## config.mk

```make
export PLATFORM = sky130hd
export DESIGN_NAME = asx_top
export DESIGN_NICKNAME = d
export VERILOG_FILES = /design/src/asx_pkg.sv /design/src/asx_alu_if.sv /design/src/asx_top.sv /design/src/asx_alu.sv
export VERILOG_INCLUDE_DIRS = /design/src /design/src/src
export SDC_FILE = /design/constraint.sdc
export NUM_CORES = 1
export LEC_CHECK = 0
export CORE_UTILIZATION = 29
export DETAILED_ROUTE_END_ITERATION = 10
export DONT_BUFFER_PORTS = 1
export GPL_TIMING_DRIVEN = 0
export PLACE_DENSITY_LB_ADDON = 0.3
export SYNTH_ARGS = -nofsm -noshare
export SYNTH_HDL_FRONTEND = slang
export SYNTH_SLANG_ARGS = --single-unit
```

## constraint.sdc

```tcl
create_clock -name SYS_CLK -period 3.9 [get_ports SYS_CLK]
set_clock_uncertainty 0.1 [all_clocks]
set_input_delay 0.195 -clock SYS_CLK [delete_from_list [all_inputs] [get_ports SYS_CLK]]
set_output_delay 0.195 -clock SYS_CLK [all_outputs]
set_load 0.01 [all_outputs]
```

## src/asx_map.svh

```systemverilog
// Offsets, field positions, opcode-independent constants and reset values.
// Assumes inclusion by bare name from the top module, the core, the checker and the bench.
`ifndef ASX_MAP_SVH
`define ASX_MAP_SVH

// ****************************************
// Register byte offsets
// ****************************************
`define ASX_OFF_CTRL     8'h00
`define ASX_OFF_WREG     8'h04
`define ASX_OFF_FDATA    8'h08
`define ASX_OFF_STATUS   8'h0C
`define ASX_OFF_FRES     8'h10
`define ASX_OFF_DIR      8'h14

// ****************************************
// Field positions
// ****************************************
`define ASX_CTRL_OP_LSB  0
`define ASX_CTRL_OP_MSB  2
`define ASX_CTRL_DEST    3
`define ASX_CTRL_FA_LSB  8
`define ASX_CTRL_FA_MSB  14
`define ASX_CTRL_K_LSB   16
`define ASX_CTRL_K_MSB   23
`define ASX_ST_C         0
`define ASX_ST_HC        1
`define ASX_ST_Z         2
`define ASX_FRES_D_LSB   0
`define ASX_FRES_D_MSB   7
`define ASX_FRES_A_LSB   8
`define ASX_FRES_A_MSB   14
`define ASX_DIR_A_LSB    0
`define ASX_DIR_A_MSB    7
`define ASX_DIR_B_LSB    8
`define ASX_DIR_B_MSB    15
`define ASX_DIR_C_LSB    16
`define ASX_DIR_C_MSB    23

// ****************************************
// Operand codes and reset values
// ****************************************
`define ASX_SEL_PORT_A   7'h05
`define ASX_SEL_PORT_B   7'h06
`define ASX_SEL_PORT_C   7'h07
`define ASX_DEST_W       1'b0
`define ASX_BYTE_ZERO    8'h00
`define ASX_DIR_RST      8'hFF
`define ASX_BYTE_RST     8'h00

`endif

```

## src/asx_pkg.sv

```systemverilog
// Types shared by the datapath core, its interface and the top module.
// Assumes asx_map.svh is on the include path.
package asx_pkg;

    // ****************************************
    // Operation select
    // ****************************************
    typedef enum logic [2:0] {
        OP_NONE,
        OP_SUB_FILE_WITH_BORROW,
        OP_NIBBLE_SWAP,
        OP_DIRECTION_LOAD,
        OP_XOR_LITERAL,
        OP_XOR_FILE
    } asx_op_type;

    // ****************************************
    // Top module state
    // ****************************************
    typedef struct packed {
        logic        pready;
        logic        pslverr;
        logic [31:0] prdata;
        logic [7:0]  wreg;
        logic [7:0]  fdata;
        logic        carry;
        logic        half_carry_flag;
        logic        zero;
        logic [7:0]  port_a_direction;
        logic [7:0]  port_b_direction;
        logic [7:0]  port_c_direction;
        logic        file_we;
        logic [6:0]  file_addr;
        logic [7:0]  file_res;
    } asx_state_type;

endpackage : asx_pkg

```

## src/asx_alu_if.sv

```systemverilog
// Carrier between the top module and the combinational execute core.
// Assumes asx_pkg is compiled first.
`timescale 1ns/1ps
interface asx_alu_if;
    import asx_pkg::*;
    asx_op_type op;
    logic       dest;
    logic [6:0] faddr;
    logic [7:0] literal;
    logic [7:0] wreg;
    logic [7:0] fdata;
    logic       carry_in;
    logic [7:0] result;
    logic       carry;
    logic       half_carry;
    logic       zero;
    logic       upd_c;
    logic       upd_hc;
    logic       upd_z;
    logic       wr_w;
    logic       wr_f;
    logic       wr_dir_a;
    logic       wr_dir_b;
    logic       wr_dir_c;

    modport core (output op, dest, faddr, literal, wreg, fdata, carry_in,
                  input  result, carry, half_carry, zero, upd_c, upd_hc, upd_z,
                         wr_w, wr_f, wr_dir_a, wr_dir_b, wr_dir_c);
    modport alu  (input  op, dest, faddr, literal, wreg, fdata, carry_in,
                  output result, carry, half_carry, zero, upd_c, upd_hc, upd_z,
                         wr_w, wr_f, wr_dir_a, wr_dir_b, wr_dir_c);
endinterface : asx_alu_if

```

## src/asx_top.sv

```systemverilog
// Execute datapath for five 8-bit core operations behind an APB slave.
// Assumes an APB master on SYS_CLK; the file register store lies outside.
//
// Overview of operation
// (RL1) Subtract-with-borrow: file minus working minus borrow
// (RL2) Subtract-with-borrow updates carry, half carry, zero
// (RL3) Subtract result to working or file register
// (RL4) Nibble swap exchanges upper and lower nibbles
// (RL5) Swap result to working or file register
// (RL6) Direction load copies working into port A/B/C
// (RL7) Literal XOR into working, zero flag only
// (RL8) File XOR to chosen destination, zero only
// (RL9) Zero flag set exactly when result is zero
`timescale 1ns/1ps
`include "asx_map.svh"
module asx_top
    import asx_pkg::*;
(
    input  wire logic        SYS_CLK,
    input  wire logic        SRST,
    input  wire logic        PSEL,
    input  wire logic        PENABLE,
    input  wire logic        PWRITE,
    input  wire logic [7:0]  PADDR,
    input  wire logic [31:0] PWDATA,
    output logic      [31:0] PRDATA,
    output logic             PREADY,
    output logic             PSLVERR,
    output logic      [7:0]  PORT_A_DIRECTION,
    output logic      [7:0]  PORT_B_DIRECTION,
    output logic      [7:0]  PORT_C_DIRECTION,
    output logic             FILE_WE,
    output logic      [6:0]  FILE_ADDR,
    output logic      [7:0]  FILE_WDATA
);

    asx_state_type st;
    asx_state_type next_st;
    logic          access;
    logic          commit;
    logic          exec;
    logic          known;
    logic          read_only;
    logic [31:0]   rdata;

    asx_alu_if alu_bus ();

    asx_alu u_alu (
        .bus (alu_bus.alu)
    );

    // ****************************************
    // Operand steering
    // ****************************************
    assign alu_bus.op       = asx_op_type'(PWDATA[`ASX_CTRL_OP_MSB:`ASX_CTRL_OP_LSB]);
    assign alu_bus.dest     = PWDATA[`ASX_CTRL_DEST];
    assign alu_bus.faddr    = PWDATA[`ASX_CTRL_FA_MSB:`ASX_CTRL_FA_LSB];
    assign alu_bus.literal  = PWDATA[`ASX_CTRL_K_MSB:`ASX_CTRL_K_LSB];
    assign alu_bus.wreg     = st.wreg;
    assign alu_bus.fdata    = st.fdata;
    assign alu_bus.carry_in = st.carry;

    // ****************************************
    // APB decode
    // ****************************************
    // One wait state: pready rises a cycle into access, so reads come from flops
    assign access = PSEL & PENABLE;
    assign commit = access & st.pready;
    assign exec   = commit & PWRITE & ~st.pslverr & (PADDR == `ASX_OFF_CTRL);

    always_comb begin
        rdata     = 32'h0000_0000;
        known     = 1'b1;
        read_only = 1'b0;
        case (PADDR)
            `ASX_OFF_CTRL: begin
                rdata = 32'h0000_0000;
            end
            `ASX_OFF_WREG: begin
                rdata[7:0] = st.wreg;
            end
            `ASX_OFF_FDATA: begin
                rdata[7:0] = st.fdata;
            end
            `ASX_OFF_STATUS: begin
                rdata[`ASX_ST_C]  = st.carry;
                rdata[`ASX_ST_HC] = st.half_carry_flag;
                rdata[`ASX_ST_Z]  = st.zero;
            end
            `ASX_OFF_FRES: begin
                rdata[`ASX_FRES_D_MSB:`ASX_FRES_D_LSB] = st.file_res;
                rdata[`ASX_FRES_A_MSB:`ASX_FRES_A_LSB] = st.file_addr;
                read_only = 1'b1;
            end
            `ASX_OFF_DIR: begin
                rdata[`ASX_DIR_A_MSB:`ASX_DIR_A_LSB] = st.port_a_direction;
                rdata[`ASX_DIR_B_MSB:`ASX_DIR_B_LSB] = st.port_b_direction;
                rdata[`ASX_DIR_C_MSB:`ASX_DIR_C_LSB] = st.port_c_direction;
                read_only = 1'b1;
            end
            default: begin
                known = 1'b0;
            end
        endcase
    end

    // ****************************************
    // Next state
    // ****************************************
    always_comb begin
        next_st         = st;
        next_st.file_we = 1'b0;
        if (access && !st.pready) begin
            next_st.pready  = 1'b1;
            next_st.pslverr = ~known | (PWRITE & read_only);
            next_st.prdata  = PWRITE ? 32'h0000_0000 : rdata;
        end else begin
            next_st.pready  = 1'b0;
            next_st.pslverr = 1'b0;
        end

        if (commit && PWRITE && !st.pslverr) begin
            case (PADDR)
                `ASX_OFF_WREG: begin
                    next_st.wreg = PWDATA[7:0];
                end
                `ASX_OFF_FDATA: begin
                    next_st.fdata = PWDATA[7:0];
                end
                `ASX_OFF_STATUS: begin
                    next_st.carry           = PWDATA[`ASX_ST_C];
                    next_st.half_carry_flag = PWDATA[`ASX_ST_HC];
                    next_st.zero            = PWDATA[`ASX_ST_Z];
                end
                default: begin
                    next_st.wreg = st.wreg;
                end
            endcase
        end

        if (exec) begin
            if (alu_bus.wr_w) begin
                next_st.wreg = alu_bus.result; // RL3
            end
            // File destination leaves as a pulse; the store itself is outside
            if (alu_bus.wr_f) begin
                next_st.file_we   = 1'b1; // RL3
                next_st.file_addr = alu_bus.faddr;
                next_st.file_res  = alu_bus.result;
            end
            if (alu_bus.upd_c) begin
                next_st.carry = alu_bus.carry; // RL2
            end
            if (alu_bus.upd_hc) begin
                next_st.half_carry_flag = alu_bus.half_carry; // RL2
            end
            if (alu_bus.upd_z) begin
                next_st.zero = alu_bus.zero; // RL9
            end
            if (alu_bus.wr_dir_a) begin
                next_st.port_a_direction = alu_bus.result; // RL6
            end
            if (alu_bus.wr_dir_b) begin
                next_st.port_b_direction = alu_bus.result; // RL6
            end
            if (alu_bus.wr_dir_c) begin
                next_st.port_c_direction = alu_bus.result; // RL6
            end
        end
    end

    // ****************************************
    // State register
    // ****************************************
    // Direction registers reset to all inputs, the safe state for pins
    always_ff @(posedge SYS_CLK) begin
        if (SRST) begin
            st                  <= '0;
            st.wreg             <= `ASX_BYTE_RST;
            st.fdata            <= `ASX_BYTE_RST;
            st.port_a_direction <= `ASX_DIR_RST;
            st.port_b_direction <= `ASX_DIR_RST;
            st.port_c_direction <= `ASX_DIR_RST;
        end else begin
            st <= next_st;
        end
    end

    assign PRDATA           = st.prdata;
    assign PREADY           = st.pready;
    assign PSLVERR          = st.pslverr;
    assign PORT_A_DIRECTION = st.port_a_direction;
    assign PORT_B_DIRECTION = st.port_b_direction;
    assign PORT_C_DIRECTION = st.port_c_direction;
    assign FILE_WE          = st.file_we;
    assign FILE_ADDR        = st.file_addr;
    assign FILE_WDATA       = st.file_res;

endmodule : asx_top

```

## src/asx_alu.sv

```systemverilog
// Combinational execute core: result, flags and destination enables.
// Assumes the caller registers every output it uses.
`timescale 1ns/1ps
`include "asx_map.svh"
module asx_alu
    import asx_pkg::*;
(
    asx_alu_if.alu bus
);

    logic [8:0] sum9;
    logic [4:0] nib5;

    // Borrow is the inverted carry, so adding carry completes the minus
    always_comb begin
        sum9 = {1'b0, bus.fdata} + {1'b0, ~bus.wreg} + {8'h00, bus.carry_in}; // RL1
        nib5 = {1'b0, bus.fdata[3:0]} + {1'b0, ~bus.wreg[3:0]} + {4'h0, bus.carry_in};
    end

    always_comb begin
        bus.result     = `ASX_BYTE_ZERO;
        bus.carry      = 1'b0;
        bus.half_carry = 1'b0;
        bus.upd_c      = 1'b0;
        bus.upd_hc     = 1'b0;
        bus.upd_z      = 1'b0;
        bus.wr_w       = 1'b0;
        bus.wr_f       = 1'b0;
        bus.wr_dir_a   = 1'b0;
        bus.wr_dir_b   = 1'b0;
        bus.wr_dir_c   = 1'b0;
        case (bus.op)
            OP_SUB_FILE_WITH_BORROW: begin
                bus.result     = sum9[7:0]; // RL1
                bus.carry      = sum9[8];
                bus.half_carry = nib5[4];
                bus.upd_c      = 1'b1; // RL2
                bus.upd_hc     = 1'b1; // RL2
                bus.upd_z      = 1'b1; // RL2
                bus.wr_w       = (bus.dest == `ASX_DEST_W); // RL3
                bus.wr_f       = (bus.dest != `ASX_DEST_W); // RL3
            end
            OP_NIBBLE_SWAP: begin
                bus.result = {bus.fdata[3:0], bus.fdata[7:4]}; // RL4
                bus.wr_w   = (bus.dest == `ASX_DEST_W); // RL5
                bus.wr_f   = (bus.dest != `ASX_DEST_W); // RL5
            end
            OP_DIRECTION_LOAD: begin
                bus.result = bus.wreg; // RL6
                case (bus.faddr)
                    `ASX_SEL_PORT_A: bus.wr_dir_a = 1'b1; // RL6
                    `ASX_SEL_PORT_B: bus.wr_dir_b = 1'b1; // RL6
                    `ASX_SEL_PORT_C: bus.wr_dir_c = 1'b1; // RL6
                    default:         bus.wr_dir_a = 1'b0;
                endcase
            end
            OP_XOR_LITERAL: begin
                bus.result = bus.wreg ^ bus.literal; // RL7
                bus.upd_z  = 1'b1; // RL7
                bus.wr_w   = 1'b1; // RL7
            end
            OP_XOR_FILE: begin
                bus.result = bus.wreg ^ bus.fdata; // RL8
                bus.upd_z  = 1'b1; // RL8
                bus.wr_w   = (bus.dest == `ASX_DEST_W); // RL8
                bus.wr_f   = (bus.dest != `ASX_DEST_W); // RL8
            end
            default: begin
                bus.result = `ASX_BYTE_ZERO;
            end
        endcase
    end

    assign bus.zero = (bus.result == `ASX_BYTE_ZERO); // RL9

endmodule : asx_alu

```

==> results.md, run 1 <==
- Outcome: complete, no violations
- Power share of the clock group: 47.8%
- Full die area: about 17000 um2
- Final Max Slew Viols: 0
- Initial core utilization: between 20% and 30%
- Worst-path cell chain: inv_1 -> fa_1 -> fa_1 -> xor2_1 -> nand2_1 -> o221ai_1 -> or4_1 -> or4_1 -> o31ai_2
- Placed wire-length estimate: 11700 um
- Post-synthesis cell type with the largest combined area: sky130_fd_sc_hd__dfxtp_1
- Number of nets in the layout: approximately 640
- Register bit total from synthesis: 85
- Seq pwr share: about 46%
- Required time of the critical path: between 4 and 5 ns
- Final weighted congestion in routability-driven placement: approximately 0.88
- Worst setup path startpoint: alu_bus.wreg[0]$_SDFF_PP0_
- Ys async rst share: 0%
- Total power divided by cell area: 336 nW/um2
- Hold violation count in the final report: 0
- Crit-path max cell delay: 0.66 ns
- Diodes inserted: 0
- Setup TNS: 0 ns
- Most common cell in the synthesized netlist: sky130_fd_sc_hd__dfxtp_1
- Cell types occupying the most area after synthesis: sky130_fd_sc_hd__dfxtp_1 35%, sky130_fd_sc_hd__mux2i_1 13%, sky130_fd_sc_hd__buf_4 11%
- CP top delay family: simple AND/OR/NAND/NOR gates
- Routed Wire Length: between 15000 and 20000 um
- Sequential element share of the synthesized area: 34.7%
- Number of DRC markers after the initial detailed-route iteration: between 300 and 400
- Endpoint kind of the worst setup timing path: register
- Core area: between 15000 and 20000 um2
- Global-route wire length before repair: between 20000 and 25000 um
- Met3 wire length: roughly 1100 um
- Maximum number of pins on one net before global-route repair: 14
- Net switching fraction of the power: around 22%
- Worst slew margin: 11.0%
- Combined buffer and inverter count along the critical path: 1
- Combinational share of power: roughly 6.6%
- Area added between synthesis and finish: 15.4%
- Mean number of vias per cell: a little over 5
- LEAKAGE: about 2.3 nW
- Final period util: about nine tenths
- H-Tree Depth: 3
- Max Root-Sink Buffers: 2
- Area share of the leading cell type in the synthesized netlist: between 30% and 40%
- Number of distinct library cell variants in the gate-level netlist after synthesis: 51
- Via Count: around 4.1k
- Number of iterations in the first detailed-routing pass: 5
- Clock latency of the later-clocked register in the worst-skew pair: 0.34 ns
- Critical path peak fanout: 6
- # rows: 47
- Maximum resistive drop on vdd: approximately 0.16 mV
- Cells after Synth: 553
- Routed wirelength normalized by instance count: around 19 um
- Clock-pin slew on the worst setup and hold paths: ~0.070 ns
- Max-cap violations: 0
- Initial antenna violation count: 0
- Library cell used as clock root buffer: sky130_fd_sc_hd__clkbuf_16
- Routed met1 length: approximately 6800 um
- Data arrival time of the worst path: between 3 and 4 ns
- Number of routed nets with antenna violations: 0
- Yosys warning total: 0
- Total power of the final layout: between 0.0015 and 0.002 W
- Fraction of final layout cells with drive strength greater than 1: between 10% and 20%
- Top cells by count, synth: 85 x sky130_fd_sc_hd__dfxtp_1, 72 x sky130_fd_sc_hd__buf_4, 65 x sky130_fd_sc_hd__mux2i_1, 56 x sky130_fd_sc_hd__nor2_1, 31 x sky130_fd_sc_hd__a22oi_1
- Fmax: roughly 280 MHz
- Origin of the worst min-delay path: PWDATA[6]
- CTS buffer count: 9
- Number of remaining DRC errors: 0
- Type of element launching the critical path: register
- Top Layer Used: met4
- Die outline height: 132 um
- Mapped Area: between 4000 and 5000 um2
- Via count of the first global-routing pass: a little under 4k
- GRT Total Usage: 17.5%
- Fillers: 1676
- Hold crit path type: in -> reg
- Most common flop cell mapped by yosys: sky130_fd_sc_hd__dfxtp_1
- Routed met2 length: slightly above 7000 um
- Crit Path Category: reg -> reg
- Crit path time final: ~3.5 ns
- Count of cells resized by post-cts repair: 0
- Worst flop-to-flop path startpoint: alu_bus.wreg[0]$_SDFF_PP0_
- GRT overflow: 0
- Standard cell with the maximum stage delay on the critical path: sky130_fd_sc_hd__or4_1
- Number of enable-type register cells in the synthesized netlist: 0
- Total net switching power: about 0.00043 W
- Slew at the pin closest to its max-slew limit: 1.32 ns
- Clk sinks: 85
- Die Span X: 132 um
- Mean Syn Cell Area: just under 9 um2
- Port Buffers: 0
- Final-report setup violation count: 0
- Count of pins on the block boundary: approximately 120
- Unrepaired setup endpoints after global routing: false
- TritonCTS clock tree: yes
- Power Internal: between 0.001 and 0.0015 W
## kinds of logic (layout without fill, tap and decap cells)
logic type	after synthesis	count (layout)	synth area share [%]
adders and majority gates	9	9	2.60
xor gates and xnor gates	11	11	1.96
AOI/OAI and AO/OA	119	119	16.7
buffers and inverters	105	135	13.8
other	1	8	0.0764
and+or+nand+nor	154	154	16.0
DFF	85	85	34.7
muxes	69	69	14.2
## area by class of cell
| type | instances | area [um2] | share of cell area, % |
|---|---|---|---|
| multi-input cells | 370 | 2560 | 45.2 |
| flip-flops and latches | 85 | 1700 | 30.0 |
| plain buffers | 97 | 646 | 11.4 |
| well taps | 220 | 275 | 4.86 |
| clock buffers | 12 | 236 | 4.17 |
| repair buffers | 14 | 140 | 2.47 |
| clock inverters | 4 | 72.6 | 1.28 |
| inverters | 8 | 30.0 | 0.530 |
## layer usage
metal,vias up,GRT usage (%)
met5,-,0
li1,1956,-
met4,0,4.46
met3,20,4.31
met1,1955,23.4
met2,156,28.2
## worst reg2reg max path: cells and delay by family, from the launching register on
family | cells | cell delay (ns)
buf+inv | 1 | 0.11
fa+ha+maj | 2 | 0.91
simple gates | 3 | 1.15
flops | 1 | 0.40
compound gates | 2 | 0.60
xor+xnor | 1 | 0.18
## power by group through the flow
stage | combinational (W) | sequential (W) | clock, W
2_1_floorplan | 0.0000813 | 0.000889 | 0
3_3_place_gp | 0.000110 | 0.000889 | 0
3_5_place_dp | 0.000111 | 0.000889 | 0
4_1_cts | 0.000124 | 0.000870 | 0.000922
5_1_grt | 0.000133 | 0.000869 | 0.000962
6_report | 0.000125 | 0.000870 | 0.000910
## what timing repair did
| item | in CTS | in global routing |
|---|---|---|
| buffers inserted | 0 | 0 |
| endpoints found under the hold margin | 13 | 0 |
| hold buffers | 14 | 0 |
## registers in the layout (all words and copies together), names as in the netlist
signal            count
alu_bus.fdata         8
PORT_A_DIRECTION      8
PORT_C_DIRECTION      8
PREADY                1
alu_bus.carry_in      1
PORT_B_DIRECTION      8
FILE_WDATA            8
PRDATA               24
alu_bus.wreg          8
PSLVERR               1
st                    2
FILE_ADDR             7
FILE_WE               1
## final timing paths
kind,endpoint,slack [ns],depth (start not counted)
worst max-delay path,st[40]$_SDFF_PP0_,0.37,9
worst min-delay path,alu_bus.wreg[6]$_SDFF_PP0_,0.004,2
worst max register to register,st[40]$_SDFF_PP0_,0.37,9
worst min register to register,PRDATA[8]$_SDFFE_PP0P_,0.39,2
## through the flow
stage / cells / cell area [um2] / worst slack (ns) / hold slack [ns] / utilization (%)
3_3_place_gp: 780 / 5210 / 0.449 / 0.242 / 31.5
6_report: 810 / 5660 / 0.368 / 0.00369 / 34.3
3_5_place_dp: 780 / 5220 / 0.422 / 0.243 / 31.6
5_1_grt: 810 / 5660 / 0.288 / 0.0268 / 34.3
4_1_cts: 810 / 5660 / 0.404 / 0.00335 / 34.3
2_1_floorplan: 560 / 4930 / 0.882 / 0.235 / -
## layout by cell type, fill, tap and decap left out, types with 9 or more instances in the layout
cell | netlist | layout
sky130_fd_sc_hd__dfxtp_1 | 85 | 85
sky130_fd_sc_hd__clkbuf_16 | 0 | 9
sky130_fd_sc_hd__a211oi_1 | 13 | 13
sky130_fd_sc_hd__nand2_1 | 22 | 22
sky130_fd_sc_hd__a22oi_1 | 31 | 31
sky130_fd_sc_hd__dlygate4sd3_1 | 0 | 14
sky130_fd_sc_hd__buf_4 | 72 | 72
sky130_fd_sc_hd__nand2b_1 | 30 | 30
sky130_fd_sc_hd__nor2_1 | 56 | 56
sky130_fd_sc_hd__a21oi_1 | 23 | 23
sky130_fd_sc_hd__xnor2_1 | 9 | 9
sky130_fd_sc_hd__clkbuf_1 | 19 | 22
sky130_fd_sc_hd__o21ai_0 | 16 | 16
sky130_fd_sc_hd__mux2i_1 | 65 | 65
No activity file was read; power rests on OpenSTA's default activity.
==> run 2: changes to the inputs <==
CORE_ASPECT_RATIO = 0.6   (was not set)
==> run 2 against run 1 <==
  * Flip-flop and latch count unchanged
  * Register-to-register slack better by 0.09 ns
  * Power up 2.6%
  * Combinational power up 3%
  * Critical path depth unchanged
  * Non-clock buffer count up 1
  * Via count up 1.2%
  * Hold slack better by 0.018 ns
  * First-iteration DRC count up 23%
==> results.md, run 2 (synthesis gave the netlist of run 1 again) <==
- Share of the core filled with cells in the final layout: about a third
- Final-report setup violation count: 0
- Worst reg-to-reg path cell count: 9
- Fraction of final layout cells with drive strength greater than 1: 17.6%
- Number of routed nets with antenna violations: 0
- Crit Path Category: reg -> reg
- Required time of the critical path: about 4.1 ns
- Die Span X: around 170 um
- Standard cell with the maximum stage delay on the critical path: sky130_fd_sc_hd__or4_1
- Origin of the worst min-delay path: PWDATA[6]
- Initial core utilization: between 20% and 30%
- Global-route wire length before repair: 24100 um
- Placed wire-length estimate: ~13000 um
- TritonCTS clock tree: yes
- LEAKAGE: around 2.3 nW
- Core area: 16400 um2
- Count of pins on the block boundary: ~120
- Critical path peak fanout: 6
- Type of element launching the critical path: register
- Final Max Slew Viols: 0
- Number of DRC markers after the initial detailed-route iteration: 381
- Hold crit path type: in -> reg
- Worst flop-to-flop path startpoint: alu_bus.wreg[0]$_SDFF_PP0_
- Max-cap violations: 0
- CTS buffer count: 9
- Setup TNS: 0 ns
- Full die area: ~17000 um2
- Maximum resistive drop on vdd: 0.234 mV
- Diodes inserted: 0
- Top library cells by usage in the layout, fill and taps aside: 85 x sky130_fd_sc_hd__dfxtp_1, 73 x sky130_fd_sc_hd__buf_4, 65 x sky130_fd_sc_hd__mux2i_1
- Clock latency of the later-clocked register in the worst-skew pair: between 0.3 and 0.4 ns
- Placed Instance Area: approximately 5200 um2
- Max Root-Sink Buffers: 2
- Port Buffers: 0
- H-Tree Depth: 3
- Leading cell type in the layout, fill and taps excluded: sky130_fd_sc_hd__dfxtp_1
- Data arrival time of the worst path: around 3.6 ns
- Fmax: 290 MHz
- Unrepaired setup endpoints after global routing: false
- Clock-pin slew on the worst setup and hold paths: about 0.08 ns
- Final period util: around nine tenths
- Endpoint kind of the worst setup timing path: register
- Total power divided by cell area: approximately 340 nW/um2
- Die outline height: slightly above 100 um
- Terminating pin of the worst hold path: alu_bus.wreg[6]$_SDFF_PP0_
- Crit path time final: around 3.4 ns
- Number of remaining DRC errors: 0
- Via count of the first global-routing pass: just under 4k
- Mean number of vias per cell: around 5
- Number of iterations in the first detailed-routing pass: 6
- Initial antenna violation count: 1
- Worst slew margin: around 16%
- Via Count: ~4.1k
- Number of nets in the layout: 640
- Routed Wire Length: 16400 um
- Final weighted congestion in routability-driven placement: around 0.90
- Setup slack, reg-to-reg: about 0.45 ns
- End of the worst register-to-register path: st[40]$_SDFF_PP0_
- Area added between synthesis and finish: 16.1%
- GRT overflow: 0
- Number of instances on the worst hold path: 2
- Fillers: 1710
- Library cell used as clock root buffer: sky130_fd_sc_hd__clkbuf_16
- # rows: 36
- Routed wirelength normalized by instance count: about 20 um
- Hold violation count in the final report: 0
- GRT Total Usage: a little under a fifth
- Maximum number of pins on one net before global-route repair: 16
- Slew at the pin closest to its max-slew limit: 1.25 ns
- Combined buffer and inverter count along the critical path: 1
- Setup Fix Bufs, Post-CTS: 0
- CP top delay family: simple AND/OR/NAND/NOR gates
- Post-route cell area: 5700 um2
- Number of flip-flops under the largest register name: 24
- Outcome: complete, no violations
- Crit-path max cell delay: between 0.6 and 0.7 ns
- Clk sinks: 85
- Worst-path cell chain: inv_1 -> fa_1 -> fa_1 -> xor2_1 -> nand2_1 -> o221ai_1 -> or4_1 -> or4_1 -> o31ai_2
## run 2: cell types whose count changed in the layout (fill, tap and decap cells not counted)
cell                         before  now
sky130_fd_sc_hd__clkbuf_1        22   19
sky130_fd_sc_hd__clkinvlp_4       1    2
sky130_fd_sc_hd__inv_6            0    2
sky130_fd_sc_hd__buf_4           72   73
## run 2: layer usage
layer	up-vias	track usage, %	part of all wire (%)
met4	2	2.84	0.55
met3	16	7.06	11
li1	1943	-	-
met2	203	25.6	37
met5	-	0	0.079
met1	1973	28.2	51
## run 2: metrics by stage
step,cells,hold WS [ns],worst slack (ns),total power [W]
after global routing,819,0.0387,0.348,0.00200
final,819,0.0215,0.455,0.00195
after floorplan,560,0.235,0.882,0.000971
after CTS,819,0.0182,0.483,0.00195
after detailed placement,789,0.246,0.514,0.00100
after global placement,788,0.244,0.519,0.00100
## run 2: final cells by class
type	count	area, um2	share of cell area (%)
buffer	97	646	11.3
clock buffer	9	225	3.95
clock inverter	7	97.6	1.71
inverter	8	30.0	0.527
multi-input combinational	370	2560	45.0
sequential	85	1700	29.9
tap	228	285	5.01
timing repair buffer	15	148	2.59
## run 2: worst reg2reg max path, stage by stage, from the launching register on
cell and delay (ns):
sky130_fd_sc_hd__dfxtp_1 0.40, sky130_fd_sc_hd__inv_1 0.11, sky130_fd_sc_hd__fa_1 0.47, sky130_fd_sc_hd__fa_1 0.45, sky130_fd_sc_hd__xor2_1 0.18, sky130_fd_sc_hd__nand2_1 0.06
sky130_fd_sc_hd__o221ai_1 0.36, sky130_fd_sc_hd__or4_1 0.62, sky130_fd_sc_hd__or4_1 0.43, sky130_fd_sc_hd__o31ai_2 0.18
## run 2: what timing repair did
item                      in CTS  in global routing
hold endpoints to repair      15                  0
gates resized for setup        0                  0
hold buffers                  14                  0
## run 2: worst max path at each step
stage,from,cells after the start,endpoint
after floorplan,alu_bus.wreg[0]$_SDFF_PP0_,9,st[40]$_SDFF_PP0_
after global placement,alu_bus.wreg[0]$_SDFF_PP0_,9,st[40]$_SDFF_PP0_
after detailed placement,alu_bus.wreg[0]$_SDFF_PP0_,9,st[40]$_SDFF_PP0_
after CTS,alu_bus.wreg[0]$_SDFF_PP0_,9,st[40]$_SDFF_PP0_
after global routing,alu_bus.wreg[0]$_SDFF_PP0_,9,st[40]$_SDFF_PP0_
final,alu_bus.wreg[0]$_SDFF_PP0_,9,st[40]$_SDFF_PP0_
## run 2: power breakdown
group / switching [W] / total (W) / internal, W
logic: 0.0000803 / 0.000129 / 0.0000486
clock network: 0.000390 / 0.000955 / 0.000565
registers: 0.00000120 / 0.000870 / 0.000868
total: 0.000472 / 0.00195 / 0.00148
==> run 3: changes to the inputs <==
PLACE_DENSITY = 0.41   (was not set)
PLACE_DENSITY_LB_ADDON = not set   (was 0.3)
==> run 3 against run 2 <==
  * Via count is 1.2% lower
  * Clock-buffer cell count is 1 higher
  * Flip-flop and latch count stayed put
  * Clock power is 2% lower
  * Non-clock buffer count is 1 lower
  * Critical path depth stayed put
  * Setup slack worse by 0.032 ns
  * Hold slack better by 0.0057 ns
  * Power is 0.87% lower
  * Critical endpoint unchanged
==> results.md, run 3 (synthesis gave the netlist of run 1 again) <==
- Number of iterations in the first detailed-routing pass: 5
- Crit path time final: between 3 and 4 ns
- GRT overflow: 0
- Port Buffers: 0
- Crit Path Category: reg -> reg
- Initial antenna violation count: 0
- Final hold slack: 0.0273 ns
- Final period util: about nine tenths
- CP top delay family: simple AND/OR/NAND/NOR gates
- Hold crit path type: in -> reg
- Number of flip-flops under the largest register name: 24
- # rows: 36
- Slew at the pin closest to its max-slew limit: between 1 and 1.5 ns
- Final weighted congestion in routability-driven placement: approximately 0.86
- Routed wirelength normalized by instance count: slightly above 20 um
- Outcome: complete, no violations
- H-Tree Depth: 3
- Required time of the critical path: just over 4 ns
- LEAKAGE: 2.27 nW
- Max-cap violations: 0
- Combined buffer and inverter count along the critical path: 1
- Final Max Slew Viols: 0
- Routed Wire Length: between 15000 and 20000 um
- Via count of the first global-routing pass: 3849
- Diodes inserted: 0
- Standard cell with the maximum stage delay on the critical path: sky130_fd_sc_hd__or4_1
- Worst slew margin: 17.8%
- Maximum number of pins on one net before global-route repair: 15
- Global-route wire length before repair: between 20000 and 25000 um
- Setup TNS: 0 ns
- Fmax: ~290 MHz
- Critical path peak fanout: 6
- Fraction of final layout cells with drive strength greater than 1: 17.5%
- Leading cell type in the layout, fill and taps excluded: sky130_fd_sc_hd__dfxtp_1
- TritonCTS clock tree: yes
- Setup Fix Bufs, Post-CTS: 0
- Die outline height: between 100 and 150 um
- Clk sinks: between 80 and 90
- Unrepaired setup endpoints after global routing: false
- Top library cells by usage in the layout, fill and taps aside: 85 x sky130_fd_sc_hd__dfxtp_1, 73 x sky130_fd_sc_hd__buf_4, 65 x sky130_fd_sc_hd__mux2i_1
- Worst-path cell chain: inv_1 -> fa_1 -> fa_1 -> xor2_1 -> nand2_1 -> o221ai_1 -> or4_1 -> or4_1 -> o31ai_2
- GRT Total Usage: ~20%
- Full die area: 17500 um2
- Max Root-Sink Buffers: 2
- Die Span X: approximately 170 um
- Clock-pin slew on the worst setup and hold paths: 0.07 ns
- Maximum resistive drop on vdd: about 0.18 mV
- Mean number of vias per cell: roughly 5
- Count of pins on the block boundary: approximately 120
- Placed Instance Area: approximately 5200 um2
- Final-report setup violation count: 0
- Total power of the final layout: 0.00194 W
- Number of remaining DRC errors: 0
- CTS buffer count: 9
- Placed wire-length estimate: around 13000 um
- Crit-path max cell delay: 0.64 ns
- Area added between synthesis and finish: 15.7%
- Number of routed nets with antenna violations: 0
- Data arrival time of the worst path: 3.64 ns
- Share of the core filled with cells in the final layout: between 30 and 40%
- Number of nets in the layout: 639
- Initial core utilization: around 30%
- Post-route cell area: 5680 um2
- Clock latency of the later-clocked register in the worst-skew pair: around 0.34 ns
- Setup slack, reg-to-reg: between 0.4 and 0.5 ns
- Core area: 16400 um2
- Library cell used as clock root buffer: sky130_fd_sc_hd__clkbuf_16
- Type of element launching the critical path: register
- Total power divided by cell area: ~340 nW/um2
- Number of DRC markers after the initial detailed-route iteration: ~300
- Via Count: 4088
- Hold violation count in the final report: 0
- Endpoint kind of the worst setup timing path: register
[run 3: cell types whose count changed in the layout (fill, tap and decap cells not counted), sizes merged]
cell / before / now
clkinvlp: 2 / 0
dlygate4sd3: 14 / 13
clkinv: 1 / 4
clkbuf: 28 / 29
inv: 10 / 8
[run 3: final timing paths]
kind / startpoint / end / cells after the start
hold / removal: PADDR[3] / PSLVERR$_SDFF_PP0_ / 2
setup / recovery: alu_bus.wreg[0]$_SDFF_PP0_ / st[40]$_SDFF_PP0_ / 9
hold reg to reg: PORT_B_DIRECTION[0]$_SDFFE_PP1P_ / PRDATA[8]$_SDFFE_PP0P_ / 2
setup reg to reg: alu_bus.wreg[0]$_SDFF_PP0_ / st[40]$_SDFF_PP0_ / 9
[run 3: area by class of cell]
cell class | instances | area [um2]
flip-flops and latches | 85 | 1700
clock buffers | 10 | 229
plain buffers | 97 | 646
multi-input cells | 370 | 2560
inverters | 8 | 30.0
clock inverters | 6 | 87.6
well taps | 228 | 285
fillers | 1759 | 10700
repair buffers | 14 | 138
[run 3: repair_timing]
action	in CTS	in global routing
hold buffers	13	0
gates resized for setup	0	0
endpoints found under the setup margin	0	0
endpoints found under the hold margin	16	0
[run 3: through the flow]
stage / worst slack [ns] / cells
global route: 0.264 / 818
global placement: 0.452 / 788
CTS: 0.440 / 818
detailed placement: 0.471 / 789
finish: 0.422 / 818
floorplan: 0.882 / 560
[run 3: routing by layer]
| layer | vias to the layer above | global-route usage (%) | routed length [um] |
|---|---|---|---|
| li1 | 1947 | - | - |
| met1 | 1955 | 31.1 | 9130 |
| met2 | 176 | 26.0 | 6110 |
| met3 | 10 | 4.49 | 1270 |
| met4 | 0 | 3.81 | 103 |
| met5 | - | 0 | 0 |
[run 3: power by group]
part           leakage [nW]  switching (W)  internal (W)  total, W
Clock                 0.156       0.000376      0.000562  0.000938
Sequential            0.686     0.00000117      0.000869  0.000870
Combinational          1.42      0.0000810     0.0000478  0.000129
